### config.mk
export PLATFORM = sky130hd
export DESIGN_NAME = fpp_port
export DESIGN_NICKNAME = d
export VERILOG_FILES = /design/src/inc/fpp_pkg.sv /design/src/rtl/fpp_port.sv
export VERILOG_INCLUDE_DIRS = /design/src /design/src/inc
export SDC_FILE = /design/constraint.sdc
export NUM_CORES = 1
export LEC_CHECK = 0
export BUFFER_PORTS_ARGS = -buffer_cell sky130_fd_sc_hd__buf_4
export CORE_AREA = 3 3 91 93
export CTS_CLUSTER_SIZE = 12
export DETAILED_ROUTE_END_ITERATION = 16
export DIE_AREA = 0 0 94 96
export GPL_ROUTABILITY_DRIVEN = 0
export PLACE_DENSITY = 0.82
export REMOVE_ABC_BUFFERS = 1
export SYNTH_ARGS = -nofsm -noshare
export SYNTH_HDL_FRONTEND = slang
export SYNTH_SLANG_ARGS = --single-unit
### constraint.sdc
create_clock -name clk -period 2.46 [get_ports clk]
set_clock_uncertainty 0.2 [all_clocks]
set_input_delay 0 -clock clk [delete_from_list [all_inputs] [get_ports clk]]
set_output_delay 0 -clock clk [all_outputs]
set_load 0.05 [all_outputs]
### src/inc/fpp_defines.svh
// address indices, reset values and field positions of the four-pin port
// assumes an AHB-Lite word bus: byte address is four times the index
`ifndef FPP_DEFINES_SVH
`define FPP_DEFINES_SVH

`define FPP_IDX_DATA     16'hFFD7
`define FPP_IDX_DIR      16'hFFE7
`define FPP_IDX_CFG      16'hFFF7
`define FPP_ADDR_DATA    ({14'h0000, `FPP_IDX_DATA, 2'b00})
`define FPP_ADDR_DIR     ({14'h0000, `FPP_IDX_DIR, 2'b00})
`define FPP_ADDR_CFG     ({14'h0000, `FPP_IDX_CFG, 2'b00})

`define FPP_RST_DATA     8'hF8
`define FPP_RST_DIR      8'hF8
`define FPP_DIR_READ     8'hFF
`define FPP_UPPER_ONES   4'hF
`define FPP_REG_MSB      7
`define FPP_UPPER_LSB    4
`define FPP_RST_CFG      10'h000
`define FPP_CFG_W        10
`define FPP_GPIO_W       3
`define FPP_PIN_IN       3
`define FPP_RX_PIN       1
`define FPP_TX_PIN       2
`define FPP_CLK_PIN      0
`define FPP_HTRANS_NSEQ  2'h2
`define FPP_HRESP_OKAY   1'b0
`define FPP_WORD_ZERO    32'h0000_0000

`endif

### src/inc/fpp_pkg.sv
// types shared by the four-pin port and its bench
// assumes fpp_defines.svh is on the include path
`default_nettype none
`include "fpp_defines.svh"

package fpp_pkg;

  typedef enum logic [2:0] {
    FPP_ACTIVE,
    FPP_SUBACTIVE,
    FPP_SLEEP,
    FPP_SUBSLEEP,
    FPP_WATCH,
    FPP_STANDBY
  } fpp_opmode_t;

  // layout of the serial/mode control word, bit 0 last
  typedef struct packed {
    fpp_opmode_t opMode;
    logic        interruptZeroSelect;
    logic        serialTwoCommMode;
    logic        clockSelectLow;
    logic        clockSelectHigh;
    logic        receiveEnable;
    logic        transmitEnable;
    logic        serialTwoPortSelect;
  } fpp_cfg_t;

  typedef struct packed {
    logic [`FPP_GPIO_W-1:0] out;
    logic [`FPP_GPIO_W-1:0] oe;
  } fpp_pin_drv_t;

endpackage

`default_nettype wire

### src/rtl/fpp_port.sv
// four-pin port: three two-way pins, one input-only pin, serial/irq mux
// assumes one AHB-Lite master, synchronous pin inputs, one 100 MHz clock
//
// Operation
// RULE1: three two-way pins, pin three input only
// RULE2: data read: stored if output, pin if input
// RULE3: direction one drives stored data, zero inputs
// RULE4: data and direction reset to F8
// RULE5: direction register write-only, reads all ones
// RULE6: gpio settings apply only to unclaimed pins
// RULE7: pin three feeds interrupt when selected
// RULE8: pin two transmits when select and enable
// RULE9: pin one receives while receive enabled
// RULE10: pin zero serial clock in or out
// RULE11: high-z in reset/standby, hold in sleeps
// RULE12: upper bits ignore writes, read as ones
`default_nettype none
`include "fpp_defines.svh"

module fpp_port (
  input  wire logic                 clk,
  input  wire logic                 resetn,
  input  wire logic                 hsel,
  input  wire logic [31:0]          haddr,
  input  wire logic [1:0]           htrans,
  input  wire logic                 hwrite,
  input  wire logic [2:0]           hsize,
  input  wire logic [31:0]          hwdata,
  input  wire logic                 hready,
  output var  logic                 hreadyout,
  output var  logic                 hresp,
  output var  logic [31:0]          hrdata,
  input  wire logic [3:0]           pinIn,
  output var  fpp_pkg::fpp_pin_drv_t pinDrive,
  input  wire logic                 serialTwoTxOut,
  input  wire logic                 serialTwoClockOut,
  output var  logic                 serialTwoRxIn,
  output var  logic                 serialTwoClockIn,
  output var  logic                 interruptZeroLevel
);

  logic [`FPP_GPIO_W-1:0] dataReg;
  logic [`FPP_GPIO_W-1:0] dataNext;
  logic [`FPP_GPIO_W-1:0] dirReg;
  logic [`FPP_GPIO_W-1:0] dirNext;
  fpp_pkg::fpp_cfg_t      cfgReg;
  fpp_pkg::fpp_cfg_t      cfgNext;
  logic                   wrPendReg;
  logic [31:0]            wrAddrReg;
  logic                   addrPhase;
  logic [31:0]            rdNext;
  logic [`FPP_GPIO_W-1:0] oeWant;
  logic [`FPP_GPIO_W-1:0] outWant;
  logic                   pinsFloat;
  logic                   pinsHold;

  // only NONSEQ is used by the master; SEQ would be treated alike
  assign addrPhase = hsel && hready && htrans[1];

  always_ff @(posedge clk or negedge resetn) begin
    if (!resetn) begin
      wrPendReg <= 1'b0;
      wrAddrReg <= `FPP_WORD_ZERO;
    end else begin
      wrPendReg <= addrPhase && hwrite;
      if (addrPhase) begin
        wrAddrReg <= haddr;
      end
    end
  end

  // next values feed both the flops and the read mux, so a read right
  // behind a write to the same word sees the new value
  always_comb begin
    dataNext = dataReg;
    dirNext  = dirReg;
    cfgNext  = cfgReg;
    if (wrPendReg) begin
      if (wrAddrReg == `FPP_ADDR_DATA) begin
        dataNext = hwdata[`FPP_GPIO_W-1:0]; // [RULE1] [RULE12]
      end
      if (wrAddrReg == `FPP_ADDR_DIR) begin
        dirNext = hwdata[`FPP_GPIO_W-1:0]; // [RULE12]
      end
      if (wrAddrReg == `FPP_ADDR_CFG) begin
        cfgNext = fpp_pkg::fpp_cfg_t'(hwdata[`FPP_CFG_W-1:0]);
      end
    end
  end

  always_ff @(posedge clk or negedge resetn) begin
    if (!resetn) begin
      dataReg <= `FPP_GPIO_W'(`FPP_RST_DATA); // [RULE4]
      dirReg  <= `FPP_GPIO_W'(`FPP_RST_DIR);  // [RULE4]
    end else begin
      dataReg <= dataNext;
      dirReg  <= dirNext;
    end
  end

  always_ff @(posedge clk or negedge resetn) begin
    if (!resetn) begin
      cfgReg <= fpp_pkg::fpp_cfg_t'(`FPP_RST_CFG);
    end else begin
      cfgReg <= cfgNext;
    end
  end

  always_comb begin
    rdNext = `FPP_WORD_ZERO;
    if (haddr == `FPP_ADDR_DATA) begin
      rdNext[`FPP_REG_MSB:`FPP_UPPER_LSB] = `FPP_UPPER_ONES; // [RULE12]
      rdNext[`FPP_PIN_IN] = pinIn[`FPP_PIN_IN]; // [RULE1]
      rdNext[`FPP_GPIO_W-1:0] = (dirNext & dataNext)
                              | (~dirNext & pinIn[`FPP_GPIO_W-1:0]); // [RULE2]
    end else if (haddr == `FPP_ADDR_DIR) begin
      rdNext[`FPP_REG_MSB:0] = `FPP_DIR_READ; // [RULE5]
    end else if (haddr == `FPP_ADDR_CFG) begin
      rdNext[`FPP_CFG_W-1:0] = cfgNext;
    end
  end

  // zero wait states; unmapped words read zero and ignore writes
  always_ff @(posedge clk or negedge resetn) begin
    if (!resetn) begin
      hrdata    <= `FPP_WORD_ZERO;
      hreadyout <= 1'b1;
      hresp     <= `FPP_HRESP_OKAY;
    end else begin
      hreadyout <= 1'b1;
      hresp     <= `FPP_HRESP_OKAY;
      if (addrPhase && !hwrite) begin
        hrdata <= rdNext;
      end
    end
  end

  // pin mux: serial claims override direction and data
  always_comb begin
    oeWant  = dirReg;  // [RULE3]
    outWant = dataReg; // [RULE3]
    if (cfgReg.serialTwoPortSelect && cfgReg.transmitEnable) begin
      oeWant[`FPP_TX_PIN]  = 1'b1; // [RULE8] [RULE6]
      outWant[`FPP_TX_PIN] = serialTwoTxOut;
    end
    if (cfgReg.receiveEnable) begin
      oeWant[`FPP_RX_PIN] = 1'b0; // [RULE9] [RULE6]
    end
    if (cfgReg.clockSelectHigh) begin
      oeWant[`FPP_CLK_PIN] = 1'b0; // [RULE10]
    end else if (cfgReg.clockSelectLow || cfgReg.serialTwoCommMode) begin
      oeWant[`FPP_CLK_PIN]  = 1'b1; // [RULE10]
      outWant[`FPP_CLK_PIN] = serialTwoClockOut;
    end
  end

  // codes above standby are not defined and behave as active
  assign pinsFloat = cfgReg.opMode == fpp_pkg::FPP_STANDBY;
  assign pinsHold  = cfgReg.opMode == fpp_pkg::FPP_SLEEP
                  || cfgReg.opMode == fpp_pkg::FPP_SUBSLEEP
                  || cfgReg.opMode == fpp_pkg::FPP_WATCH;

  // drivers are off during reset, so pins float until software asks
  always_ff @(posedge clk or negedge resetn) begin
    if (!resetn) begin
      pinDrive <= '0; // [RULE11]
    end else if (pinsFloat) begin
      pinDrive.oe <= '0; // [RULE11]
    end else if (!pinsHold) begin
      pinDrive.oe  <= oeWant;
      pinDrive.out <= outWant;
    end
  end

  // idle levels are high: both serial inputs and the interrupt idle high
  always_ff @(posedge clk or negedge resetn) begin
    if (!resetn) begin
      serialTwoRxIn      <= 1'b1;
      serialTwoClockIn   <= 1'b1;
      interruptZeroLevel <= 1'b1;
    end else begin
      serialTwoRxIn <= cfgReg.receiveEnable ? pinIn[`FPP_RX_PIN] : 1'b1; // [RULE9]
      serialTwoClockIn <= cfgReg.clockSelectHigh ? pinIn[`FPP_CLK_PIN] : 1'b1; // [RULE10]
      interruptZeroLevel <= cfgReg.interruptZeroSelect
                          ? pinIn[`FPP_PIN_IN] : 1'b1; // [RULE7]
    end
  end
endmodule

`default_nettype wire

Yosys cells after proc, flatten, opt, wreduce, memory -nomap -nowiden. Cells that the tools add are included.

Equality and inequality tests: 11. Multiplexer cells: 23. Bitwise operators: 6. Reductions and logical operators: 10.

Operators with widths (number): $eq A32 B18 Y1 const B (6); $mux W10 (3); $mux W3 (6); $mux W8 (2); $mux W1 (10); $and A3 B3 Y3 (2); $eq A3 B2 Y1 const B (2); $eq A3 B3 Y1 const B (2); $logic_and A1 B1 Y1 (5); $mux W2 (2); $logic_or A1 B1 Y1 (3); $not A3 Y3 (1); $or A3 B3 Y3 (1); $ne A2 B2 Y1 const B (1); $not A1 Y1 (2); $reduce_and A2 Y1 (1); $logic_not A1 Y1 (1).

Register bits after elaboration: 68. Output and inout bits: 43.

Logic depth before layout (Yosys ltp). Gate-level depths: netlist (run 1).

Depth after elaboration: 7. Depth in mapped cells: 7.

Worst setup path before layout (run 1). No wires, ideal clock.

Kind: reg-to-reg. From: reg wrAddrReg[5]. To: reg hrdata[1]. Setup time: 0.121 ns. Arrival time: 2.164 ns. Slack: -0.025 ns. Stages on the path, launching flop included: 7. Buffers on the path: 0. Cell sequence: dfrtp_1 nand4b_1 or4_4 nor3_4 mux2_1 or2_1 a32o_2.

Word-level cells in the longest chain between the ends: 7. Elaborated cells between the ends (all ways): 16. Those cells by class: eq/ne (3); mux (9); bitwise (4).

RTL lines: start, declared (RTL line fpp_port.sv:49) `logic [31:0] wrAddrReg;`; start signal, assigned (RTL line fpp_port.sv:63) `` wrAddrReg <= `FPP_WORD_ZERO; ``; start signal, assigned (RTL line fpp_port.sv:67) `wrAddrReg <= haddr;`; $eq A32 B18 Y1 (no source line) *; $mux W3 * (RTL line fpp_port.sv:82) `` if (wrAddrReg == `FPP_ADDR_DIR) begin ``; $mux W3 * (RTL line fpp_port.sv:78) `if (wrPendReg) begin`; via dirNext[1] (RTL line fpp_port.sv:45) `` logic [`FPP_GPIO_W-1:0] dirNext; ``; $not A3 Y3 (RTL line fpp_port.sv:115) `` | (~dirNext & pinIn[`FPP_GPIO_W-1:0]); ``; $and A3 B3 Y3 (RTL line fpp_port.sv:115); $or A3 B3 Y3 * (RTL line fpp_port.sv:114) `` rdNext[`FPP_GPIO_W-1:0] = (dirNext & dataNext) ``; $mux W8 * (RTL line fpp_port.sv:111) `` if (haddr == `FPP_ADDR_DATA) begin ``; end signal, assigned (RTL line fpp_port.sv:126) `` hrdata <= `FPP_WORD_ZERO; ``; end signal, assigned (RTL line fpp_port.sv:133) `hrdata <= rdNext;`; end, declared (RTL line fpp_port.sv:32) `output var logic [31:0] hrdata,`.

Mark *: on every way through the listed nets, which the timed path passes. The rest lies on a longest branch. A chain may end at the register's enable or synchronous reset.

Worst setup path after layout (run 1). Same ends and word-level chain as after synthesis.

==> results of run 1 <==
==> worst reg2reg max path, stage by stage, from the launching register on <==
cell and delay (ns):
dfrtp_1 0.38, nand4b_1 0.19, or4_4 0.57, nor3_4 0.19, mux2_2 0.37, or2_1 0.21, a32o_2 0.24
==> cell type report <==
cell class	instances	area share
Clock buffer	11	0.0325
Clock inverter	5	0.0126
Inverter	8	0.00644
Multi-Input combinational cell	211	0.315
Sequential cell	68	0.366
Tap cell	102	0.0274
Timing Repair Buffer	132	0.240
==> cells by family after synthesis <==
logic type             after synthesis
AO/OA/AOI/OAI                       39
buffers and inverters               39
multiplexers                        46
XOR/XNOR                             2
AND/OR/NAND/NOR                    100
other                                2
flip-flops                          68
==> flip-flops by register name, summed over array words and instances (netlist names) <==
signal,flops
dirReg,3
wrPendReg,1
dataReg,3
cfgReg,10
pinDrive,6
interruptZeroLevel,1
hrdata,10
serialTwoRxIn,1
wrAddrReg,32
serialTwoClockIn,1
==> per-layer routing <==
metal,vias up,track usage,wire [microns]
li1,1285,-,-
met1,1329,0.223,3410
met2,90,0.334,4190
met3,12,0.0422,375
met4,0,0.0698,121
met5,-,0,0
==> metrics by stage <==
stage          power, uW  utilization  setup TNS (ns)
2_1_floorplan       1770            -         -0.0503
3_5_place_dp        2000        0.518         -0.0964
6_report            3020        0.613       -0.000671
4_1_cts             3030        0.613        -0.00371
5_1_grt             3140        0.613          -0.125
3_3_place_gp        1970        0.518               0
==> cell usage in the layout (no fill, tap or decap), drive strengths merged, types with 11 or more instances in the layout <==
master        n
buf          81
dfrtp        65
dlygate4sd3  51
mux2         42
nand2        26
conb         24
o21ai        17
nor2         16
clkbuf       11
==> where the power goes <==
| group | internal, uW | leakage, uW | switching, uW |
|---|---|---|---|
| combinational | 296 | 0.00119 | 396 |
| clock | 525 | 0.000102 | 450 |
| sequential | 1260 | 0.000809 | 96.6 |
==> path summary, 6_finish.rpt <==
check | start | end | slack (ns) | depth (start not counted)
max in group asynchronous | resetn | wrAddrReg[2]$_DFFE_PN0P_ | 1.43 | 2
hold reg to reg | cfgReg[6]$_DFF_PN0_ | interruptZeroLevel$_DFF_PN1_ | 0.21 | 1
setup reg to reg | wrAddrReg[5]$_DFFE_PN0P_ | hrdata[1]$_DFFE_PN0P_ | -0.0007 | 6
min in group clk | hready | wrPendReg$_DFF_PN0_ | 0.11 | 4
setup / recovery | wrAddrReg[5]$_DFFE_PN0P_ | hrdata[1]$_DFFE_PN0P_ | -0.0007 | 6
hold / removal | resetn | wrAddrReg[24]$_DFFE_PN0P_ | 0.1 | 2
==> repair_timing <==
item / 4_1_cts / 5_1_grt
hold buffers: 51 / 0
pin swaps: 1 / 0
endpoints found under the setup margin: 2 / 2
setup buffers: 0 / 0
hold endpoints to repair: 129 / 0
gates resized for setup: 0 / 1
==> reports/qor.csv, run 1 <==
stage,metric,value,unit
timing,Hold WS,0.0990,ns
logic_synthesis,"Async S/R FF share, synth",1.00,
global_routing,total gr overflow,0,
logic_synthesis,Mapped Area,0.00333,sq mm
global_routing,initial antenna violation count,0,
setup_path,critical path's slowest cell,or4_4,
global_routing,largest net degree at the start of global routing,69,
placed_design,Inst Count DP,470,
layout,final std cells w/o fill,537,
detailed_routing,routed vias/inst,5.06,
logic_synthesis,syn avg cell area,11.2,sq um
layout,Post-layout nets,510,
logic_synthesis,post-synthesis adder-cell area fraction,0,
logic_synthesis,Synth area leader,dfrtp_1,
power_and_ir_drop,Max rail drop VDD,0.433,mV
timing,Worst-Margin Slew,0.834,ns
clocking,CTS tree,done,
logic_synthesis,mux share of post-synthesis cell area,0.154,
global_routing,first-pass GRT wire length,13.0,mm
placed_design,Post-DP Area,0.00394,sq mm
setup_path,Worst path max stage delay,0.57,ns
die,row count,32,
setup_path,cell family with most CP delay,simple AND/OR/NAND/NOR gates,
outcome,status,"finished, violations left",
timing,Final period util,1.00,
logic_synthesis,Post-synth top cells,"65 x dfrtp_1, 38 x mux2_2, 26 x nand2_1",
layout,final instance area,0.00466,sq mm
layout,share of cells above drive strength 1,0.347,
layout,area of the multi-input gates,0.00147,sq mm
timing,Max-slew headroom,0.444,
setup_path,worst endpoint data arrival time,2.50,ns
detailed_routing,Routed Antenna Nets,0,
die,# IOs,123,
die,Die Area,0.00902,sq mm
logic_synthesis,synth top area cells,"dfrtp_1 49%, mux2_2 13%, buf_4 5.4%",
power_and_ir_drop,P_leak,0.00210,uW
detailed_routing,Pre-antenna DRT Iters,4,
die,Die Height,96,microns
clocking,# clock sinks,68,
placed_design,hpwl dp,5.48,mm
logic_synthesis,"FF+latch count, synth",68,
setup_path,CP Capture Type,register,
setup_path,Critical Path Fanout Max,3,
power_and_ir_drop,P per Cell Area,649,mW/mm^2
layout,Layout area overhead,39.9,%
clocking,Root Buffer,clkbuf_8,
layout,Ant. Diodes,0,
global_routing,vias in the first global route,2798,
run,max-cap violation count,0,
outcome,failing checks,negative setup slack,
global_routing,GRT Total Usage,0.188,
detailed_routing,Detailed Route WL,8.10,mm
logic_synthesis,YS warnings,0,
timing,setup ws final,-0.000671,ns
setup_path,CP startpoint kind,register,
worst_hold_path,worst min path class,in2async,
clocking,clk buf depth,2,
die,Starting Density,0.438,
logic_synthesis,distinct cell type count after synthesis,48,
placed_design,pre-CTS WS,-0.0525,ns
setup_path,WS Path Type,reg2reg,
timing,final hold vios,0,
die,core area,0.00761,sq mm
timing,Final setup viols,1,
logic_synthesis,Simple-Gate Fraction of Synth Area,0.180,
timing,fin. max-slew vios,0,
setup_path,Worst Path Required,2.50,ns
detailed_routing,Vias,2716,
detailed_routing,DRC,0,
timing,Fmax achieved,0.406,GHz
clocking,CTS H-tree lvls,3,
logic_synthesis,post-synthesis xor/xnor area fraction,0.00526,
detailed_routing,Starting DRT DRC Count,200,
logic_synthesis,main flop type after synthesis,dfrtp_1,
clocking,Worst-path clk slew,0.08,ns
placed_design,Buffers on Ports,72,
setup_path,Bufs and invs on worst path,0,
clocking,CTS Buf Count,9,
clocking,"Clk Latency, worst-skew pair",0.35,ns
die,Horiz. Die Dim,94,microns
layout,Sequential Area,0.00171,sq mm
logic_synthesis,"EDFF count, synth",0,
setup_path,critical path cell sequence,nand4b_1 -> or4_4 -> nor3_4 -> mux2_2 -> or2_1 -> a32o_2,
logic_synthesis,Yosys top cell area share,0.489,
logic_synthesis,top-count cell post-synth,dfrtp_1,
timing,clock period minus final worst setup slack,2.46,ns
timing,RSZ-0062 raised after global routing,true,
logic_synthesis,Mapped Cells,296,
detailed_routing,DR WL/cell,15.1,microns
logic_synthesis,Synth Area in Compound Gates,0.0740,
logic_synthesis,largest family of logic cells by synthesized area,simple AND/OR/NAND/NOR gates,
logic_synthesis,post-synthesis sequential area ratio,0.512,
layout,# fillers,595,
Power figures use the tool's default switching activity.
==> inputs of run 2 (changes only) <==
==> constraint.sdc (replaced) <==
create_clock -name clk -period 2.46 [get_ports clk]
set_clock_uncertainty 0.2 [all_clocks]
set_input_delay 0.369 -clock clk [delete_from_list [all_inputs] [get_ports clk]]
set_output_delay 0.369 -clock clk [all_outputs]
set_load 0.05 [all_outputs]
==> run 2 against run 1 <==
Compared with the run above: the flow still finishes with violations (negative setup slack); sequential share of layout area rose by 3.6 points; hold slack got worse by 0.058 ns; design area fell by 9.0%; sequential power barely moved; combinational power fell by 10%; largest cell class unchanged; highest routed layer unchanged.
==> reports/qor.csv, run 2 (synthesis gave the netlist of run 1 again) <==
stage,metric,value,unit
outcome,status,"finished, violations left",
outcome,failing checks,negative setup slack,
setup_path,WS Path Type,reg2reg,
global_routing,largest net degree at the start of global routing,69,
worst_hold_path,worst hold start,pinIn[1],
detailed_routing,DRC,0,
clocking,CTS tree,done,
layout,Post-layout nets,465,
global_routing,initial antenna violation count,0,
detailed_routing,DR WL/cell,15.2,microns
setup_path,CP Capture Type,register,
setup_path,critical path's slowest cell,or4_4,
clocking,# clock sinks,68,
power_and_ir_drop,Max rail drop VDD,0.456,mV
layout,share of cells above drive strength 1,0.405,
clocking,"Clk Latency, worst-skew pair",0.34,ns
layout,final std cells w/o fill,492,
timing,Hold WS,0.0412,ns
setup_path,flop2flop setup slack,-0.05,ns
detailed_routing,routed vias/inst,5.19,
setup_path,Bufs and invs on worst path,0,
timing,Final setup viols,2,
die,Horiz. Die Dim,94,microns
power_and_ir_drop,P per Cell Area,718,mW/mm^2
die,# IOs,123,
worst_hold_path,worst min path class,in2reg,
die,Die Height,96,microns
setup_path,critical path cell sequence,nand4bb_1 -> or4_4 -> nor3_4 -> mux2_4 -> or2_1 -> a32o_2,
layout,area of the multi-input gates,0.00149,sq mm
timing,Fmax achieved,0.398,GHz
setup_path,CP startpoint kind,register,
setup_path,R2R cell count,6,
timing,Max-slew headroom,0.444,
timing,Final period util,1.02,
setup_path,worst endpoint data arrival time,2.53,ns
setup_path,FF-to-FF End,hrdata[2]$_DFFE_PN0P_,
placed_design,Buffers on Ports,72,
timing,final hold vios,0,
timing,setup ws final,-0.0503,ns
detailed_routing,Detailed Route WL,7.48,mm
run,max-cap violation count,0,
global_routing,first-pass GRT wire length,11.7,mm
timing,RSZ-0062 raised after global routing,true,
layout,Ant. Diodes,0,
detailed_routing,Pre-antenna DRT Iters,8,
global_routing,total gr overflow,0,
layout,max reg flops,32,
die,Die Area,0.00902,sq mm
timing,fin. max-slew vios,0,
timing,Worst-Margin Slew,0.834,ns
placed_design,pre-CTS WS,-0.126,ns
layout,"most common cell after layout, fill and taps aside",buf_4,
detailed_routing,Starting DRT DRC Count,121,
layout,Layout area overhead,27.4,%
setup_path,worst r2r src,wrAddrReg[0]$_DFFE_PN0P_,
placed_design,Inst Count DP,474,
clocking,CTS H-tree lvls,3,
power_and_ir_drop,P_leak,0.00193,uW
worst_hold_path,hold endpoint,serialTwoRxIn$_DFF_PN1_,
setup_path,Critical Path Fanout Max,4,
clocking,CTS Buf Count,9,
layout,Largest regs,"wrAddrReg (32), cfgReg (10), hrdata (10)",
detailed_routing,Routed Antenna Nets,0,
worst_hold_path,hold path depth,2,
clocking,clk buf depth,2,
clocking,Worst-path clk slew,0.07,ns
timing,clock period minus final worst setup slack,2.51,ns
die,Starting Density,0.438,
die,row count,32,
layout,largest register by flop count,wrAddrReg,
layout,# fillers,658,
global_routing,GRT Total Usage,0.169,
setup_path,Worst Path Required,2.48,ns
layout,Sequential Area,0.00171,sq mm
global_routing,vias in the first global route,2608,
clocking,Root Buffer,clkbuf_8,
placed_design,hpwl dp,5.68,mm
setup_path,Worst path max stage delay,0.55,ns
layout,"commonest cells after routing, fill and taps aside","86 x buf_4, 65 x dfrtp_1, 38 x mux2_2",
setup_path,cell family with most CP delay,simple AND/OR/NAND/NOR gates,
detailed_routing,Vias,2553,
die,core area,0.00761,sq mm
run 2: cell types whose count changed in the layout (fill, tap and decap cells not counted), sizes merged:
| cell | change |
|---|---|
| clkbuf | +2 |
| inv | -1 |
| clkinvlp | -1 |
| dlygate4sd3 | -50 |
| bufinv | +1 |
| clkinv | -1 |
| buf | +5 |
run 2: worst max-delay path by stage:
stage	startpoint	cells past startpoint	slack, ns	endpoint
floorplan	haddr[5]	6	-0.14	hrdata[0]$_DFFE_PN0P_
global placement	wrAddrReg[5]$_DFFE_PN0P_	6	-0.05	hrdata[1]$_DFFE_PN0P_
detailed placement	wrAddrReg[5]$_DFFE_PN0P_	6	-0.13	hrdata[2]$_DFFE_PN0P_
CTS	wrAddrReg[0]$_DFFE_PN0P_	6	-0.03	hrdata[1]$_DFFE_PN0P_
global route	wrAddrReg[0]$_DFFE_PN0P_	6	-0.13	hrdata[1]$_DFFE_PN0P_
finish	wrAddrReg[0]$_DFFE_PN0P_	6	-0.05	hrdata[2]$_DFFE_PN0P_
run 2: worst register-to-register path, delay by kind of cell, from the launching register on:
family	cells	cell delay, ns
AND/OR/NAND/NOR	4	1.24
flip-flops	1	0.38
AO/OA/AOI/OAI	1	0.24
multiplexers	1	0.34
run 2: layout make-up:
type                       instances  share of cell area
sequential                        68               0.402
multi-input combinational        211               0.350
timing repair buffer              87               0.155
clock buffer                      13              0.0398
tap                              102              0.0301
clock inverter                     3              0.0159
inverter                           8             0.00708
run 2: stage by stage:
step                      area (sq um)  utilization  setup TNS (ns)  total power, uW
after global placement            3970        0.522         -0.0943             1970
after detailed placement          3970        0.522          -0.254             2000
after floorplan                   3200            -          -0.376             1770
after CTS                         4240        0.557         -0.0683             3070
after global routing              4240        0.558          -0.261             3170
final                             4240        0.558         -0.0969             3050
run 2: timing repair:
| item | in CTS | in global routing |
|---|---|---|
| hold buffers | 1 | 0 |
| endpoints found under the hold margin | 65 | 0 |
| pin swaps | 2 | 0 |
| buffers inserted | 1 | 0 |
| setup endpoints to repair | 3 | 5 |
| gates resized for setup | 3 | 1 |
run 2: layer usage:
metal / vias to the layer above / track usage / part of all wire
met5: - / 0 / 0
met4: 0 / 0.0782 / 0.015
met3: 10 / 0.0360 / 0.079
met2: 119 / 0.294 / 0.52
met1: 1230 / 0.200 / 0.39
li1: 1194 / - / -
run 2: power breakdown:
part | internal [uW] | leakage, uW | switching (uW)
Clock | 655 | 0.000116 | 413
Combinational | 241 | 0.00101 | 379
Sequential | 1260 | 0.000809 | 96.4
Total | 2160 | 0.00193 | 889
==> inputs of run 3 (changes only) <==
Settings changed: SETUP_SLACK_MARGIN set to 0.02.
==> run 3 against run 2 <==
Compared with the run above: the run still ends with negative setup slack left; clock power about the same; critical path type unchanged; die area is the same; worst setup slack improved by 0.0012 ns; register-to-register slack about the same; first-iteration DRC count rose by 2.5%; core utilization increased by 0.31 points; clock-buffer cell count unchanged.
==> reports/qor.csv, run 3 (synthesis gave the netlist of run 1 again) <==
stage,metric,value,unit
clocking,CTS tree,done,
layout,final instance area,0.00427,sq mm
power_and_ir_drop,Seq pwr share,0.445,
outcome,failing checks,negative setup slack,
global_routing,initial antenna violation count,0,
global_routing,total gr overflow,0,
timing,Final setup viols,2,
clocking,CTS H-tree lvls,3,
setup_path,CP startpoint kind,register,
detailed_routing,Vias,2554,
timing,Max-slew headroom,0.447,
die,Die Area,0.00902,sq mm
worst_hold_path,worst hold start,pinIn[1],
layout,Post-layout nets,466,
clocking,"Clk Latency, worst-skew pair",0.34,ns
power_and_ir_drop,P_leak,0.00195,uW
layout,post-layout util,0.561,
detailed_routing,routed vias/inst,5.18,
detailed_routing,DR WL/cell,15.2,microns
setup_path,worst r2r src,wrAddrReg[0]$_DFFE_PN0P_,
setup_path,Setup crit start,wrAddrReg[0]$_DFFE_PN0P_,
power_and_ir_drop,sw frac,0.292,
timing,RSZ-0062 raised after global routing,true,
clocking,clk buf depth,2,
setup_path,flop2flop setup slack,-0.05,ns
clocking,Root Buffer,clkbuf_8,
detailed_routing,DRC,0,
clocking,# clock sinks,68,
layout,"most common cell after layout, fill and taps aside",buf_4,
worst_hold_path,worst min path class,in2reg,
detailed_routing,Detailed Route WL,7.49,mm
power_and_ir_drop,combinational share of power,0.204,
power_and_ir_drop,P per Cell Area,715,mW/mm^2
layout,Largest regs,"wrAddrReg (32), cfgReg (10), hrdata (10)",
outcome,status,"finished, violations left",
die,row count,32,
layout,largest register by flop count,wrAddrReg,
die,# IOs,123,
clocking,Worst-path clk slew,0.07,ns
detailed_routing,Starting DRT DRC Count,124,
detailed_routing,Routed Antenna Nets,0,
timing,Final period util,1.02,
placed_design,Buffers on Ports,72,
die,Horiz. Die Dim,94,microns
placed_design,Post-DP Area,0.00397,sq mm
timing,clock period minus final worst setup slack,2.51,ns
clocking,CTS Buf Count,9,
timing,Worst-Margin Slew,0.830,ns
layout,Ant. Diodes,0,
global_routing,first-pass GRT wire length,11.7,mm
global_routing,largest net degree at the start of global routing,69,
detailed_routing,Pre-antenna DRT Iters,4,
layout,# fillers,656,
layout,max reg flops,32,
global_routing,GRT Total Usage,0.169,
power_and_ir_drop,Max rail drop VDD,0.456,mV
layout,Layout area overhead,28.1,%
layout,"commonest cells after routing, fill and taps aside","85 x buf_4, 65 x dfrtp_1, 38 x mux2_2",
setup_path,CP Capture Type,register,
timing,Hold WS,0.0409,ns
run,max-cap violation count,0,
timing,Fmax achieved,0.399,GHz
die,Starting Density,0.438,
setup_path,Worst Path Required,2.48,ns
placed_design,hpwl dp,5.68,mm
global_routing,vias in the first global route,2608,
timing,setup ws final,-0.0491,ns
die,Die Height,96,microns
die,core area,0.00761,sq mm
power_and_ir_drop,clock power share,0.351,
layout,share of cells above drive strength 1,0.407,
power_and_ir_drop,switching power,891,uW
power_and_ir_drop,Pint,2160,uW
setup_path,WS Path Type,reg2reg,
timing,fin. max-slew vios,0,
setup_path,worst endpoint data arrival time,2.53,ns
setup_path,Critical Path Fanout Max,4,
timing,final hold vios,0,
[run 3: cell types whose count changed in the layout (fill, tap and decap cells not counted), sizes merged]
| cell | delta |
|---|---|
| buf | +1 |
[run 3: path summary, 6_finish.rpt]
kind	endpoint	cells past startpoint
setup / recovery	hrdata[2]$_DFFE_PN0P_	6
hold / removal	serialTwoRxIn$_DFF_PN1_	2
setup reg to reg	hrdata[2]$_DFFE_PN0P_	6
hold reg to reg	interruptZeroLevel$_DFF_PN1_	1
max in group asynchronous	dirReg[1]$_DFF_PN0_	2
min in group asynchronous	wrAddrReg[24]$_DFFE_PN0P_	2
[run 3: metal layers]
metal,global-route usage,up-vias,routed length (microns)
met1,0.200,1252,3020
met4,0.0782,0,142
li1,-,1198,-
met5,0,-,0
met3,0.0360,12,478
met2,0.294,92,3850
[run 3: what timing repair did]
item / 4_1_cts / 5_1_grt
hold buffers: 1 / 0
pin swaps: 2 / 2
setup buffers: 1 / 1
endpoints found under the setup margin: 3 / 5
resized for setup: 3 / 5
endpoints found under the hold margin: 65 / 0
[run 3: layout make-up]
| cell class | instances | area, sq um | share of cell area |
|---|---|---|---|
| flip-flops and latches | 68 | 1710 | 0.400 |
| multi-input cells | 211 | 1500 | 0.351 |
| repair buffers | 88 | 671 | 0.157 |
| clock buffers | 13 | 169 | 0.0396 |
| well taps | 102 | 128 | 0.0299 |
| clock inverters | 3 | 67.6 | 0.0158 |
| inverters | 8 | 30.0 | 0.00704 |
[run 3: power by group through the flow]
stage	Combinational [uW]	Sequential, uW	Clock (uW)
after floorplan	287	1490	0
after global placement	605	1370	0
after detailed placement	622	1380	0
after CTS	626	1360	1090
after global routing	665	1380	1130
final	622	1360	1070
[run 3: critical path, stage by stage (launching register included)]
cell,delay [ns]
dfrtp_1,0.38
nand4bb_1,0.22
or4_4,0.56
nor3_4,0.25
mux2_4,0.34
or2_1,0.21
a32o_2,0.24
[run 3: per-stage QoR]
step           cells  total power (uW)  TNS [ns]  setup slack [ns]
6_report         493              3050   -0.0930           -0.0491
5_1_grt          493              3170    -0.295            -0.129
4_1_cts          492              3070   -0.0683           -0.0347
3_5_place_dp     474              2000    -0.254            -0.126
3_3_place_gp     474              1970   -0.0943           -0.0481
2_1_floorplan    287              1770    -0.376            -0.142
